[config.mk]
export PLATFORM = sky130hd
export DESIGN_NAME = dpc_client
export DESIGN_NICKNAME = d
export VERILOG_FILES = /design/src/hw/dpc_pkg.sv /design/src/hw/dpc_client.sv
export SDC_FILE = /design/constraint.sdc
export NUM_CORES = 1
export LEC_CHECK = 0
export BUFFER_PORTS_ARGS = -buffer_cell sky130_fd_sc_hd__buf_2
export CAP_MARGIN = 0
export CORE_ASPECT_RATIO = 1.75
export CORE_MARGIN = 2
export CORE_UTILIZATION = 50
export CTS_CLUSTER_SIZE = 20
export DETAILED_ROUTE_END_ITERATION = 16
export PLACE_DENSITY = 0.76
export RECOVER_POWER = 100
export SETUP_SLACK_MARGIN = 0.02
export SLEW_MARGIN = 20
export SYNTH_ARGS = -nofsm -noshare
export SYNTH_HDL_FRONTEND = slang
export SYNTH_SLANG_ARGS = --single-unit
[constraint.sdc]
create_clock -name core_clk -period 3.5 [get_ports core_clk]
set_input_delay 0.35 -clock core_clk [delete_from_list [all_inputs] [get_ports core_clk]]
set_output_delay 0.35 -clock core_clk [all_outputs]
set_load 0.02 [all_outputs]
[src/hw/dpc_pkg.sv]
package dpc_pkg;
	// Avalon-MM register byte offsets
	localparam logic [3:0] REG_WIPER    = 4'h0;
	localparam logic [3:0] REG_TERMINAL = 4'h4;
	localparam logic [3:0] REG_CONFIG   = 4'h8;
	localparam logic [3:0] REG_STATUS   = 4'hc;

	// Field positions inside terminal_connect_reg
	localparam int TC_FORCE_OFF = 3;
	localparam int TC_END_A     = 2;
	localparam int TC_WIPER     = 1;
	localparam int TC_END_B     = 0;
	localparam logic [3:0] TC_RESET = 4'hf;

	// Field positions of the config and status registers
	localparam int CFG_BCAST    = 0;
	localparam int ST_HS        = 0;
	localparam int ST_SHUT      = 1;
	localparam int ST_PIN_SHUT  = 2;
	localparam int ST_SELECTED  = 3;

	// Serial address decode
	localparam logic [4:0] DEV_CODE   = 5'h0a; // Arbitrary device code, not a real part
	localparam logic [7:0] BCAST_ADDR = 8'h00;
	localparam logic [4:0] HS_PREFIX  = 5'h01;

	// Command byte: memory_location_field and operation_code_field
	localparam logic [3:0] LOC_WIPER    = 4'h0;
	localparam logic [3:0] LOC_TERMINAL = 4'h4;
	localparam logic [1:0] OP_WRITE     = 2'h0;
	localparam logic [1:0] OP_INCR      = 2'h1;
	localparam logic [1:0] OP_DECR      = 2'h2;
	localparam logic [1:0] OP_READ      = 2'h3;

	// Broadcast command codes, upper six bits of the command byte
	localparam logic [5:0] BC_WR_WIPER = 6'h20;
	localparam logic [5:0] BC_WR_TERM  = 6'h30;
	localparam logic [5:0] BC_INCR     = 6'h21;
	localparam logic [5:0] BC_DECR     = 6'h22;

	// Byte position within a transfer
	localparam logic [1:0] BYTE_ADDR = 2'h0;
	localparam logic [1:0] BYTE_CMD  = 2'h1;
	localparam logic [1:0] BYTE_DATA = 2'h2;

	typedef enum logic [4:0] {
		DPC_IDLE  = 5'b00001,
		DPC_RX    = 5'b00010,
		DPC_ACK   = 5'b00100,
		DPC_TX    = 5'b01000,
		DPC_TXACK = 5'b10000
	} dpc_state_e;

	// Terminal switch states driven to the resistor network
	typedef struct packed {
		logic end_a;
		logic wiper;
		logic end_b;
		logic wiper_to_b;
	} dpc_conn_s;
endpackage : dpc_pkg

[src/hw/dpc_client.sv]
// Behaviour
// - Shutdown input low: end A open, wiper tied to end B.
// - Serial interface keeps working and executing commands during shutdown.
// - Shutdown never alters wiper or terminal register; outputs resume on exit.
// - Force-off bit at 0 gives the same network state as shutdown input.
// - During force-off the connect bits are ignored but kept.
// - Force-off bit at 1 returns to wiper value and connect bits.
// - Volatile terminal register holds end A, wiper and end B connect bits.
// - Client only; never drives the serial clock.
// - First byte after Start is address: device code, pin bits, direction.
// - Data line sampled on each rising serial clock edge.
// - Data change while clock high is Start or Stop.
// - Standard, fast and high-speed clock rates accepted.
// - No clock stretching; reads answer within bit time.
// - Only 7-bit addressing; 10-bit sequences never acknowledged.
// - Broadcast address acknowledged only when its enable bit is set.
// - Matching address acknowledged low after eight bits; else line left high.
// - Invalid location and operation pair is not acknowledged.
// - A Start resets the command state machine after any error.
// - Start is data falling while clock high; begins a transfer.
// - Repeated Start is decoded as an ordinary Start.
// - Stop is data rising while clock high; resets serial interface.
// - Upper five address bits fixed code; low two from address pins.
// - High-speed entry code not acknowledged; high-speed mode until Stop.
//
// Our own choices: the register addresses and the Avalon-MM register port.
module dpc_client #(
	parameter int              WIPER_W     = 8,
	parameter logic [WIPER_W-1:0] WIPER_RESET = 8'h80
) (
	input  wire logic               core_clk,
	input  wire logic               rst,
	// Avalon-MM slave
	input  wire logic [3:0]         address,
	input  wire logic               read,
	input  wire logic               write,
	input  wire logic [31:0]        writedata,
	output logic      [31:0]        readdata,
	output logic                    waitrequest,
	// Serial pins
	input  wire logic               scl_in,
	input  wire logic               sda_in,
	output logic                    sda_out,
	output logic                    sda_oe,
	input  wire logic               addr_pin_low,
	input  wire logic               addr_pin_high,
	input  wire logic               power_down_input_n,
	// Resistor network control
	output dpc_pkg::dpc_conn_s      pot_conn,
	output logic [WIPER_W-1:0]      pot_wiper_code,
	output logic                    hs_mode
);
	// Pin synchronisers: scl, sda, shutdown, address pins
	logic [4:0] pin_s1;
	logic [4:0] pin_s2;
	logic [1:0] line_d;
	logic       scl_s;
	logic       sda_s;
	logic       pdn_s;
	logic [1:0] apin_s;

	always_ff @(posedge core_clk or posedge rst) begin
		if (rst) begin
			pin_s1 <= 5'h1f;
			pin_s2 <= 5'h1f;
			line_d <= 2'h3;
		end else begin
			pin_s1 <= {scl_in, sda_in, power_down_input_n, addr_pin_high, addr_pin_low};
			pin_s2 <= pin_s1;
			line_d <= pin_s2[4:3];
		end
	end

	assign scl_s  = pin_s2[4];
	assign sda_s  = pin_s2[3];
	assign pdn_s  = pin_s2[2];
	assign apin_s = pin_s2[1:0]; // Static straps, sampled like any pin

	// Line events; clock edges come only from the host
	logic scl_rise;
	logic scl_fall;
	logic start_ev;
	logic stop_ev;
	assign scl_rise = scl_s & ~line_d[1];
	assign scl_fall = ~scl_s & line_d[1];
	assign start_ev = scl_s & line_d[1] & ~sda_s & line_d[0];
	assign stop_ev  = scl_s & line_d[1] & sda_s & ~line_d[0];

	// Registers
	logic [WIPER_W-1:0] wiper;
	logic [3:0]         terminal_connect_reg;
	logic               bcast_en;

	// Serial engine state
	dpc_pkg::dpc_state_e state;
	logic [2:0]          bit_cnt;
	logic [7:0]          rx_sh;
	logic [7:0]          tx_sh;
	logic [1:0]          byte_pos;
	logic                ack_phase;
	logic                do_ack;
	logic                is_read;
	logic                is_bcast;
	logic                host_ack;
	logic                selected;
	logic                sel_term;
	logic [1:0]          pend_op;
	logic [7:0]          rx_byte;
	assign rx_byte = {rx_sh[6:0], sda_s};

	// Serial-side register updates, decoded at the eighth rising edge
	logic               i2c_wr_wiper;
	logic               i2c_wr_term;
	logic [WIPER_W-1:0] i2c_wiper_val;
	logic [3:0]         i2c_term_val;
	logic               byte_done;
	logic               ack_ok;
	logic               next_sel_term;
	logic [1:0]         next_op;
	logic               next_read;
	logic               next_bcast;

	assign byte_done = (state == dpc_pkg::DPC_RX) && scl_rise && (bit_cnt == 3'h7);

	// Decode the completed byte: acknowledge and register effects
	always_comb begin
		ack_ok        = 1'b0;
		i2c_wr_wiper  = 1'b0;
		i2c_wr_term   = 1'b0;
		i2c_wiper_val = wiper;
		i2c_term_val  = terminal_connect_reg;
		next_sel_term = sel_term;
		next_op       = pend_op;
		next_read     = is_read;
		next_bcast    = is_bcast;
		if (byte_done) begin
			case (byte_pos)
				dpc_pkg::BYTE_ADDR: begin
					next_read  = rx_byte[0];
					next_bcast = 1'b0;
					if (rx_byte[7:1] == {dpc_pkg::DEV_CODE, apin_s}) begin
						ack_ok = 1'b1;
					end else if (rx_byte == dpc_pkg::BCAST_ADDR && bcast_en) begin
						ack_ok     = 1'b1;
						next_bcast = 1'b1;
					end
				end
				dpc_pkg::BYTE_CMD: begin
					if (is_bcast) begin
						ack_ok = 1'b1;
						case (rx_byte[7:2])
							dpc_pkg::BC_WR_WIPER: begin
								next_sel_term = 1'b0;
								next_op       = dpc_pkg::OP_WRITE;
							end
							dpc_pkg::BC_WR_TERM: begin
								next_sel_term = 1'b1;
								next_op       = dpc_pkg::OP_WRITE;
							end
							dpc_pkg::BC_INCR: begin
								next_op = dpc_pkg::OP_INCR;
							end
							dpc_pkg::BC_DECR: begin
								next_op = dpc_pkg::OP_DECR;
							end
							default: begin
								ack_ok = 1'b0;
							end
						endcase
						if (rx_byte[7:2] == dpc_pkg::BC_INCR || rx_byte[7:2] == dpc_pkg::BC_DECR)
							next_sel_term = 1'b0;
					end else begin
						next_op       = rx_byte[3:2];
						next_sel_term = (rx_byte[7:4] == dpc_pkg::LOC_TERMINAL);
						// Step commands make sense on the wiper only
						if (rx_byte[7:4] == dpc_pkg::LOC_WIPER)
							ack_ok = 1'b1;
						else if (rx_byte[7:4] == dpc_pkg::LOC_TERMINAL)
							ack_ok = (rx_byte[3:2] == dpc_pkg::OP_WRITE) ||
							         (rx_byte[3:2] == dpc_pkg::OP_READ);
					end
					if (ack_ok && next_op == dpc_pkg::OP_INCR && !next_sel_term) begin
						i2c_wr_wiper  = 1'b1;
						i2c_wiper_val = (&wiper) ? wiper : wiper + 1'b1;
					end
					if (ack_ok && next_op == dpc_pkg::OP_DECR && !next_sel_term) begin
						i2c_wr_wiper  = 1'b1;
						i2c_wiper_val = (|wiper) ? wiper - 1'b1 : wiper;
					end
				end
				dpc_pkg::BYTE_DATA: begin
					ack_ok = 1'b1;
					if (sel_term) begin
						i2c_wr_term  = 1'b1;
						i2c_term_val = rx_byte[3:0];
					end else begin
						i2c_wr_wiper  = 1'b1;
						i2c_wiper_val = rx_byte[WIPER_W-1:0];
					end
				end
				default: begin
					ack_ok = 1'b0; // Extra broadcast bytes are refused
				end
			endcase
		end
	end

	// Serial state machine; only ever pulls SDA low, never touches SCL
	always_ff @(posedge core_clk or posedge rst) begin
		if (rst) begin
			state     <= dpc_pkg::DPC_IDLE;
			bit_cnt   <= 3'h0;
			rx_sh     <= 8'h00;
			tx_sh     <= 8'h00;
			byte_pos  <= dpc_pkg::BYTE_ADDR;
			ack_phase <= 1'b0;
			do_ack    <= 1'b0;
			is_read   <= 1'b0;
			is_bcast  <= 1'b0;
			host_ack  <= 1'b0;
			selected  <= 1'b0;
			sel_term  <= 1'b0;
			pend_op   <= dpc_pkg::OP_WRITE;
			sda_oe    <= 1'b0;
		end else if (stop_ev) begin
			state    <= dpc_pkg::DPC_IDLE;
			sda_oe   <= 1'b0;
			selected <= 1'b0;
		end else if (start_ev) begin
			state    <= dpc_pkg::DPC_RX;
			bit_cnt  <= 3'h0;
			byte_pos <= dpc_pkg::BYTE_ADDR;
			sda_oe   <= 1'b0;
			selected <= 1'b0;
		end else begin
			case (state)
				dpc_pkg::DPC_RX: begin
					if (scl_rise) begin
						rx_sh   <= rx_byte;
						bit_cnt <= bit_cnt + 3'h1;
						if (bit_cnt == 3'h7) begin
							state     <= dpc_pkg::DPC_ACK;
							ack_phase <= 1'b0;
							do_ack    <= ack_ok;
							is_read   <= next_read;
							is_bcast  <= next_bcast;
							sel_term  <= next_sel_term;
							pend_op   <= next_op;
						end
					end
				end
				dpc_pkg::DPC_ACK: begin
					if (scl_fall && !ack_phase) begin
						sda_oe    <= do_ack;
						ack_phase <= 1'b1;
					end else if (scl_fall) begin
						bit_cnt <= 3'h0;
						if (!do_ack) begin
							state  <= dpc_pkg::DPC_IDLE; // Wait for a fresh Start
							sda_oe <= 1'b0;
						end else if (byte_pos == dpc_pkg::BYTE_ADDR && is_read) begin
							state    <= dpc_pkg::DPC_TX;
							selected <= 1'b1;
							tx_sh    <= sel_term ? {4'h0, terminal_connect_reg} : 8'(wiper);
							sda_oe   <= sel_term ? 1'b1 : ~wiper[WIPER_W-1];
						end else begin
							state    <= dpc_pkg::DPC_RX;
							selected <= 1'b1;
							sda_oe   <= 1'b0;
							if (byte_pos == dpc_pkg::BYTE_ADDR)
								byte_pos <= dpc_pkg::BYTE_CMD;
							else if (byte_pos == dpc_pkg::BYTE_CMD && pend_op == dpc_pkg::OP_WRITE)
								byte_pos <= dpc_pkg::BYTE_DATA;
							else if (is_bcast)
								byte_pos <= 2'h3; // One command per broadcast
							else
								byte_pos <= dpc_pkg::BYTE_CMD;
						end
					end
				end
				dpc_pkg::DPC_TX: begin
					if (scl_rise) begin
						bit_cnt <= bit_cnt + 3'h1;
						if (!sda_oe && !sda_s) begin
							state  <= dpc_pkg::DPC_IDLE;
							sda_oe <= 1'b0;
						end else if (bit_cnt == 3'h7) begin
							state     <= dpc_pkg::DPC_TXACK;
							ack_phase <= 1'b0;
						end
					end else if (scl_fall) begin
						tx_sh  <= {tx_sh[6:0], 1'b0};
						sda_oe <= ~tx_sh[6];
					end
				end
				dpc_pkg::DPC_TXACK: begin
					if (scl_fall && !ack_phase) begin
						sda_oe    <= 1'b0; // Host owns the acknowledge bit
						ack_phase <= 1'b1;
					end else if (scl_rise) begin
						host_ack <= ~sda_s;
					end else if (scl_fall) begin
						bit_cnt <= 3'h0;
						if (host_ack) begin
							state  <= dpc_pkg::DPC_TX;
							tx_sh  <= sel_term ? {4'h0, terminal_connect_reg} : 8'(wiper);
							sda_oe <= sel_term ? 1'b1 : ~wiper[WIPER_W-1];
						end else begin
							state <= dpc_pkg::DPC_IDLE;
						end
					end
				end
				default: begin
					sda_oe <= 1'b0; // Idle: ignore traffic until a Start
				end
			endcase
		end
	end

	// Open-drain data: only a low level is ever driven
	always_ff @(posedge core_clk or posedge rst) begin
		if (rst)
			sda_out <= 1'b0;
		else
			sda_out <= 1'b0;
	end

	// High-speed entry code seen as first byte; left only by Stop
	always_ff @(posedge core_clk or posedge rst) begin
		if (rst)
			hs_mode <= 1'b0;
		else if (stop_ev)
			hs_mode <= 1'b0;
		else if (byte_done && byte_pos == dpc_pkg::BYTE_ADDR &&
		         rx_byte[7:3] == dpc_pkg::HS_PREFIX)
			hs_mode <= 1'b1;
	end

	// Avalon handshake: one wait cycle, then a single low-waitrequest cycle
	logic bus_take;
	assign bus_take = (read | write) & ~waitrequest;

	always_ff @(posedge core_clk or posedge rst) begin
		if (rst)
			waitrequest <= 1'b1;
		else
			waitrequest <= ~((read | write) & waitrequest);
	end

	// Wiper register; serial writes win a same-cycle clash with the bus
	always_ff @(posedge core_clk or posedge rst) begin
		if (rst)
			wiper <= WIPER_RESET;
		else if (i2c_wr_wiper)
			wiper <= i2c_wiper_val;
		else if (bus_take && write && address == dpc_pkg::REG_WIPER)
			wiper <= writedata[WIPER_W-1:0];
	end

	// Volatile terminal register, never touched by shutdown
	always_ff @(posedge core_clk or posedge rst) begin
		if (rst)
			terminal_connect_reg <= dpc_pkg::TC_RESET;
		else if (i2c_wr_term)
			terminal_connect_reg <= i2c_term_val;
		else if (bus_take && write && address == dpc_pkg::REG_TERMINAL)
			terminal_connect_reg <= writedata[3:0];
	end

	always_ff @(posedge core_clk or posedge rst) begin
		if (rst)
			bcast_en <= 1'b0;
		else if (bus_take && write && address == dpc_pkg::REG_CONFIG)
			bcast_en <= writedata[dpc_pkg::CFG_BCAST];
	end

	// Shutdown request from either source
	logic shut;
	assign shut = ~pdn_s | ~terminal_connect_reg[dpc_pkg::TC_FORCE_OFF];

	// Read data registered while waitrequest is still high
	always_ff @(posedge core_clk or posedge rst) begin
		if (rst) begin
			readdata <= 32'h0000_0000;
		end else if (read && waitrequest) begin
			case (address)
				dpc_pkg::REG_WIPER:    readdata <= 32'(wiper);
				dpc_pkg::REG_TERMINAL: readdata <= 32'(terminal_connect_reg);
				dpc_pkg::REG_CONFIG:   readdata <= 32'(bcast_en);
				dpc_pkg::REG_STATUS: begin
					readdata <= 32'({selected, ~pdn_s, shut, hs_mode});
				end
				default:               readdata <= 32'h0000_0000;
			endcase
		end
	end

	// Network switches; connect bits are masked, not cleared, in shutdown
	always_ff @(posedge core_clk or posedge rst) begin
		if (rst) begin
			pot_conn       <= '0;
			pot_wiper_code <= WIPER_RESET;
		end else begin
			pot_wiper_code       <= wiper;
			pot_conn.end_a       <= ~shut & terminal_connect_reg[dpc_pkg::TC_END_A];
			pot_conn.wiper       <= shut | terminal_connect_reg[dpc_pkg::TC_WIPER];
			pot_conn.end_b       <= shut | terminal_connect_reg[dpc_pkg::TC_END_B];
			pot_conn.wiper_to_b  <= shut;
		end
	end
endmodule : dpc_client

---- After elaboration in Yosys (flattened, before gate mapping) ----
Cells that the tools add are included.
word-level totals
  output and inout port bits .............. 48
  word-level logic and storage cells ...... 304
  bits in registers ....................... 105
  input bits .............................. 45
operators by class
  reductions and logical operators ........ 63
  equality and inequality tests ........... 66
  bitwise logic cells ..................... 28
  add/sub/neg operators ................... 3
  muxes and demuxes ....................... 116
operators by type and width
  cell                number
  $mux 7              11
  $mux 8              8
  $mux 5              12
  $mux 1              48
  $ne 4x4->1 const B  10
  $ne 5x5->1 const B  7
  $reduce_and 7->1    5
  $mux 4              8
  $ne 2x2->1 const B  16
  $pmux 8 s4          1
  $eq 6x6->1 const B  4
  $mux 2              12
  $pmux 7 s3          1
  $pmux 5 s4          1
  $logic_and 1x1->1   18
  $mux 3              6
  $ne 3x3->1 const B  6
  $pmux 8 s2          1
  $reduce_bool 3->1   5
  $not 1->1           14
  $reduce_and 13->1   1
  $reduce_and 4->1    3
  $reduce_and 6->1    2
  $reduce_bool 2->1   6
  37 further kinds    70

---- Longest topological paths before layout ----
  depth in word-level cells ............... 15
  mapped depth ............................ 17
  mapped depth without buffers ............ 17

---- Least setup slack after synthesis ----
No wires, ideal clock.
  path type ............................... flip-flop to flip-flop
  start point ............................. reg rx_sh[1]
  end point ............................... reg wiper[7]
  clock period less this slack ............ 3.695 ns
  library setup time ...................... 0.082 ns
  buffers on the path ..................... 0
  required time ........................... 3.418 ns
  cell stages (with the launch flop) ...... 18
  arrival time ............................ 3.613 ns
  setup slack ............................. -0.195 ns
  cells stage by stage .................... dfrtp_1 -> inv_1 -> ha_1 -> o21ba_2 -> o2111ai_1 -> o211ai_1 -> or2_1 -> or2_1 -> inv_1 -> ha_1 -> a21oi_1 -> o2111ai_1 -> a21o_1 -> a21oi_1 -> xnor3_1 -> mux2i_1 -> o21ai_0 -> mux2_4
between the ends
  longest elaborated chain between the ends .. 15
  elaborated cells on any way between the ends .. 48
  those cells by class .................... eq/ne: 13; mux: 23; reduce/logical: 12
ends and longest elaborated chain
  element                                                               line                                  RTL
  start, declared                                                       dpc_client.sv:97                      logic [7:0] rx_sh;
  start signal, assigned                                                dpc_client.sv:239                     rx_sh <= rx_byte;
  $eq 6x6->1 (tied with other cells)                                    dpc_client.sv:151                     case (rx_byte[7:2])
  $reduce_or 2->1 (no line) / $logic_or 1x1->1 (equally long branches)  n/a
  $pmux 2 s3 / $mux 1 (equally long branches)                           dpc_client.sv:151, dpc_client.sv:178
  $mux 2 / $mux 1 (equally long branches)                               dpc_client.sv:149, dpc_client.sv:176
  $mux 2 / $mux 1 (equally long branches)                               dpc_client.sv:137, dpc_client.sv:149
  $mux 2 / $mux 1 (equally long branches)                               dpc_client.sv:136, dpc_client.sv:137
  $eq 2x1->1 / $mux 1 (equally long branches)                           dpc_client.sv:182, dpc_client.sv:136
  $logic_and 1x1->1 (2 in series)                                       dpc_client.sv:182                     if (ack_ok && next_op == dpc_pkg::OP_INCR && !next_sel_term) begin
  $mux 1                                                                dpc_client.sv:182
  $mux 1                                                                dpc_client.sv:186                     if (ack_ok && next_op == dpc_pkg::OP_DECR && !next_sel_term) begin
  $pmux 1 s2                                                            dpc_client.sv:137                     case (byte_pos)
  $mux 1                                                                dpc_client.sv:136                     if (byte_done) begin
  $ne 4x4->1 (no line) (tied with other cells)                          n/a
  $reduce_and 7->1 (no line)                                            n/a
  end signal, assigned                                                  dpc_client.sv:355                     wiper <= i2c_wiper_val;
  end signal, assigned                                                  dpc_client.sv:357                     wiper <= writedata[WIPER_W-1:0];
  end, declared                                                         dpc_client.sv:90                      logic [WIPER_W-1:0] wiper;
Several ways; a longest one is shown, not always the timed one. The select of a mux whose other input is x is not followed.
A chain may end at the register's enable or synchronous reset.

---- Worst setup path after layout ----
Same ends and word-level chain as after synthesis.

==> metrics.md <==
| Metric | Value |
|---|---|
| Outcome | finished, violations left |
| Failing checks | capacitance limit, slew limit |
| Clock latency on the worst-skew pair | about 0.34 ns |
| Post-Synth Adder-Cell Area | 5.245% |
| CTS H-Tree Depth | 3 |
| Max VDD drop | 0.4325 mV |
| Wire length per cell | 16.96 µm |
| Grt total ovfl | 0 |
| Yosys reg bits | 81 |
| Slew margin rel. | -67.43% |
| Mapped Area | 4676 µm² |
| Peak Freq | 290.1 MHz |
| Metal2 WL | 5978 µm |
| Met3 WL | 439 µm |
| Port-buffer cells | 43 |
| Compound-Gate Fraction of Synth Area | 15.36% |
| Chip height | 131.9 µm |
| Number of CTS-inserted buffers | 9 |
| Sw Share | roughly 34% |
| Crit path capture type | register |
| Number of global-route vias before repair | 3635 |
| CP Launch Type | register |
| Post-synthesis mux area share | 10.78% |
| Vias per cell | approximately 5.7 |
| Number of synthesized flops with an enable pin | 0 |
| Hold Crit Class | input port to register |
| Kind of critical path | register to register |
| Stages on worst setup path | 16 |
| Leakage Power | between 2 and 2.5 nW |
| Final Hold Fails | 0 |
| Cell area after layout | 5518 µm² |
| Ant diodes | 0 |
| Clk pin slew, worst setup/hold paths | 0.06 ns |
| Largest net degree at the start of global routing | 60 |
| Delay-heaviest family, CP | compound AO/OA/AOI/OAI gates |
| TritonCTS clock tree | yes |
| First-pass GRT wire length | 17620 µm |
| Fill cells | 751 |
| Sequential area share after synthesis | a little over two fifths |
| DP Area | 5102 µm² |
| Largest registers | pot_wiper_code: 8 flops, readdata: 8 flops, wiper: 8 flops |
| Area growth syn-to-layout | 18.01% |
| Max stage delay cell, worst path | dfrtp_1 |
| Final min period | 3.447 ns |
| Arr. time, crit path | 3.71 ns |
| Final setup viols | 0 |
| Cells on worst reg2reg path | 16 |
| Synth Area in Simple Gates | approximately 15% |
| Routed length on met1 | approximately 4200 µm |
| Unrepaired setup endpoints after global routing | yes |
| Total clock sinks | 81 |
| Worst-Margin Slew | 2.498 ns |
| Starting Density | 51.42% |
| Bufs on Longest Clock Path | 2 |
| Post-DP HPWL | 7868 µm |
| DIE WIDTH | a little under 80 µm |
| Internal power | 2.340 mW |
| Fraction of registers with async set/reset | 100.0% |
| Max incr delay on CP | 0.41 ns |
| Clock Power Share | 29.6% |
| Nets | 593 |
| Initial antenna violation count | 0 |
| Area of the multi-input gates | about 2500 µm² |
| Wirelength, routed | 11090 µm |
| Netlist cell types | 70 |
| Max cap viols | 1 |
| Slew Viols, Final | 60 |
| Placer congestion estimate | 0.8578 |
| DR pass1 iterations | 4 |
| Setup slack after layout | 0.05288 ns |
| Core Util, Final | 60.68% |
| Vias | between 3000 and 4000 |
| Net switching power | 1.214 mW |
| Synth Area in XOR/XNOR | under 10% |
| Synth Flop Type | dfrtp_1 |
| Flop pwr share | 34.7% |
| Core ar. | 9094 µm² |
| Setup WS pre-CTS | -0.07833 ns |
| Syn. warnings | 0 |
| Final ANT Viol Nets | 0 |
| Hold Path Stages | 1 |
| Total die area | roughly 10000 µm² |
| Row cnt | 46 |
| GRT Overall Usage | between 20% and 30% |
| Post-Syn Instances | 464 |
| Crit path buffers/inverters | 2 |
| Crit path required time | 3.76 ns |
| Clock tree root driver cell | clkbuf_16 |
| IO Pins | 93 |
| Pwr dens | 644.1 nW/µm² |
| Storage element area | a little over 2000 µm² |
| Cells along the critical path | inv_2, ha_2, a211oi_2, o21ai_1, or2_4, or2_4, inv_8, ha_4, a21oi_4, o2111ai_2, a21o_1, a21oi_2, xnor3_1, mux2i_1, o21ai_1, mux2_4 |
| Initial drt markers | 375 |
| DRC viols | 0 |
| Tcrit/Tclk final | 98.49% |
| Worst Path Max Fanout | 5 |
| Clk_skew | 0.01085 ns |
| Max Used Layer | met4 |
| Layout cells sized above 1 | 26.03% |
| Combinational power share | 35.8% |
| Avg Inst Size Synth | 10.08 µm² |
| Largest family of logic cells by synthesized area | compound AO/OA/AOI/OAI gates |
layout by cell type, fill, tap and decap left out, types with 4 or more instances in the layout:
| cell | count |
|---|---|
| dfrtp_1 | 60 |
| ha_4 | 5 |
| o21ai_0 | 23 |
| nor3_1 | 4 |
| ha_1 | 11 |
| clkbuf_16 | 9 |
| dfstp_1 | 4 |
| and3_1 | 7 |
| a21oi_1 | 16 |
| nor4_1 | 5 |
| buf_4 | 27 |
| a22o_1 | 8 |
| nand2_1 | 49 |
| nand3_1 | 11 |
| dfstp_2 | 16 |
| clkbuf_1 | 27 |
| mux2_4 | 5 |
| mux2_2 | 20 |
| o22ai_1 | 7 |
| o31ai_1 | 6 |
| nor2_1 | 22 |
| conb_1 | 25 |
| buf_2 | 20 |
| xor2_1 | 4 |
| o21ai_1 | 5 |
| nor3b_1 | 4 |
| nand2b_1 | 5 |
| inv_1 | 24 |
| mux2i_1 | 17 |
metrics by stage:
| stage | power [mW] | instances | hold slack (ns) | TNS [ns] |
|---|---|---|---|---|
| floorplan | 2.013 | 488 | 0.3452 | 0 |
| global placement | 2.346 | 633 | 0.3455 | -0.001883 |
| detailed placement | 2.390 | 633 | 0.3469 | -0.07833 |
| CTS | 3.470 | 651 | 0.1007 | 0 |
| global route | 3.736 | 654 | 0.1011 | -0.1443 |
| finish | 3.554 | 654 | 0.1071 | 0 |
Yosys cell counts (4+ instances only):
| library cell | n | area share, % |
|---|---|---|
| clkbuf_1 | 14 | 1.1 |
| nor2_1 | 22 | 1.8 |
| nand3_1 | 12 | 1.3 |
| a22o_1 | 8 | 1.5 |
| mux2_4 | 5 | 1.6 |
| and3_1 | 7 | 0.94 |
| ha_1 | 18 | 4.8 |
| nor4_1 | 5 | 0.67 |
| nand2_1 | 49 | 3.9 |
| inv_1 | 28 | 2.2 |
| o22ai_1 | 7 | 0.94 |
| xor2_1 | 4 | 0.75 |
| mux2i_1 | 17 | 3.6 |
| mux2_2 | 21 | 5.1 |
| nor3_1 | 4 | 0.43 |
| o31ai_1 | 6 | 0.96 |
| dfstp_2 | 20 | 11 |
| buf_4 | 25 | 4.0 |
| a21oi_1 | 19 | 2.0 |
| dfrtp_1 | 61 | 33 |
| o21ai_0 | 27 | 2.9 |
| nand2b_1 | 5 | 0.67 |
| nor3b_1 | 4 | 0.64 |
metal layers:
metal  track usage (%)  vias to the layer above
met1             24.23                     1824
met3             3.288                       37
met5                 0                        -
li1                  -                     1739
met4             11.71                        0
met2             39.57                      126
power groups by stage:
stage	clock, mW	sequential (mW)	combinational (mW)
floorplan	0	1.24	0.777
global placement	0	1.23	1.11
detailed placement	0	1.24	1.15
CTS	1.06	1.22	1.18
global route	1.11	1.25	1.38
finish	1.05	1.23	1.27
timing repair:
action | CTS | global route
gates resized for setup | 4 | 19
hold buffers | 0 | 0
pin swaps | 2 | 12
buffers inserted | 2 | 3
endpoints found under the setup margin | 3 | 4
cell type report:
cell class                      count  share of cell area, %
Clock buffer                       11                  4.580
Clock inverter                      5                  1.565
Inverter                           28                  2.063
Multi-Input combinational cell    335                  44.54
Sequential cell                    81                  37.21
Tap cell                          120                  2.721
Timing Repair Buffer               74                  7.324
path summary, 6_finish.rpt:
path | end | startpoint | slack (ns)
max in group asynchronous | sda_oe | rst | 1.43
hold / removal | pin_s1[4] | scl_in | 0.11
hold reg to reg | pin_s2[2] | pin_s1[2] | 0.36
setup / recovery | wiper[7] | rx_sh[1] | 0.05
setup reg to reg | wiper[7] | rx_sh[1] | 0.05
min in group asynchronous | readdata[1] | rst | 0.70
logic make-up (layout without fill, tap and decap cells):
group / Yosys count / in the layout
flip-flops: 81 / 81
AO/OA/AOI/OAI: 106 / 106
AND/OR/NAND/NOR: 133 / 133
adder cells (fa/ha/maj): 19 / 19
XOR/XNOR: 8 / 8
other: 1 / 25
multiplexers: 44 / 44
buffers and inverters: 72 / 118
No activity file was read; power rests on OpenSTA's default activity.
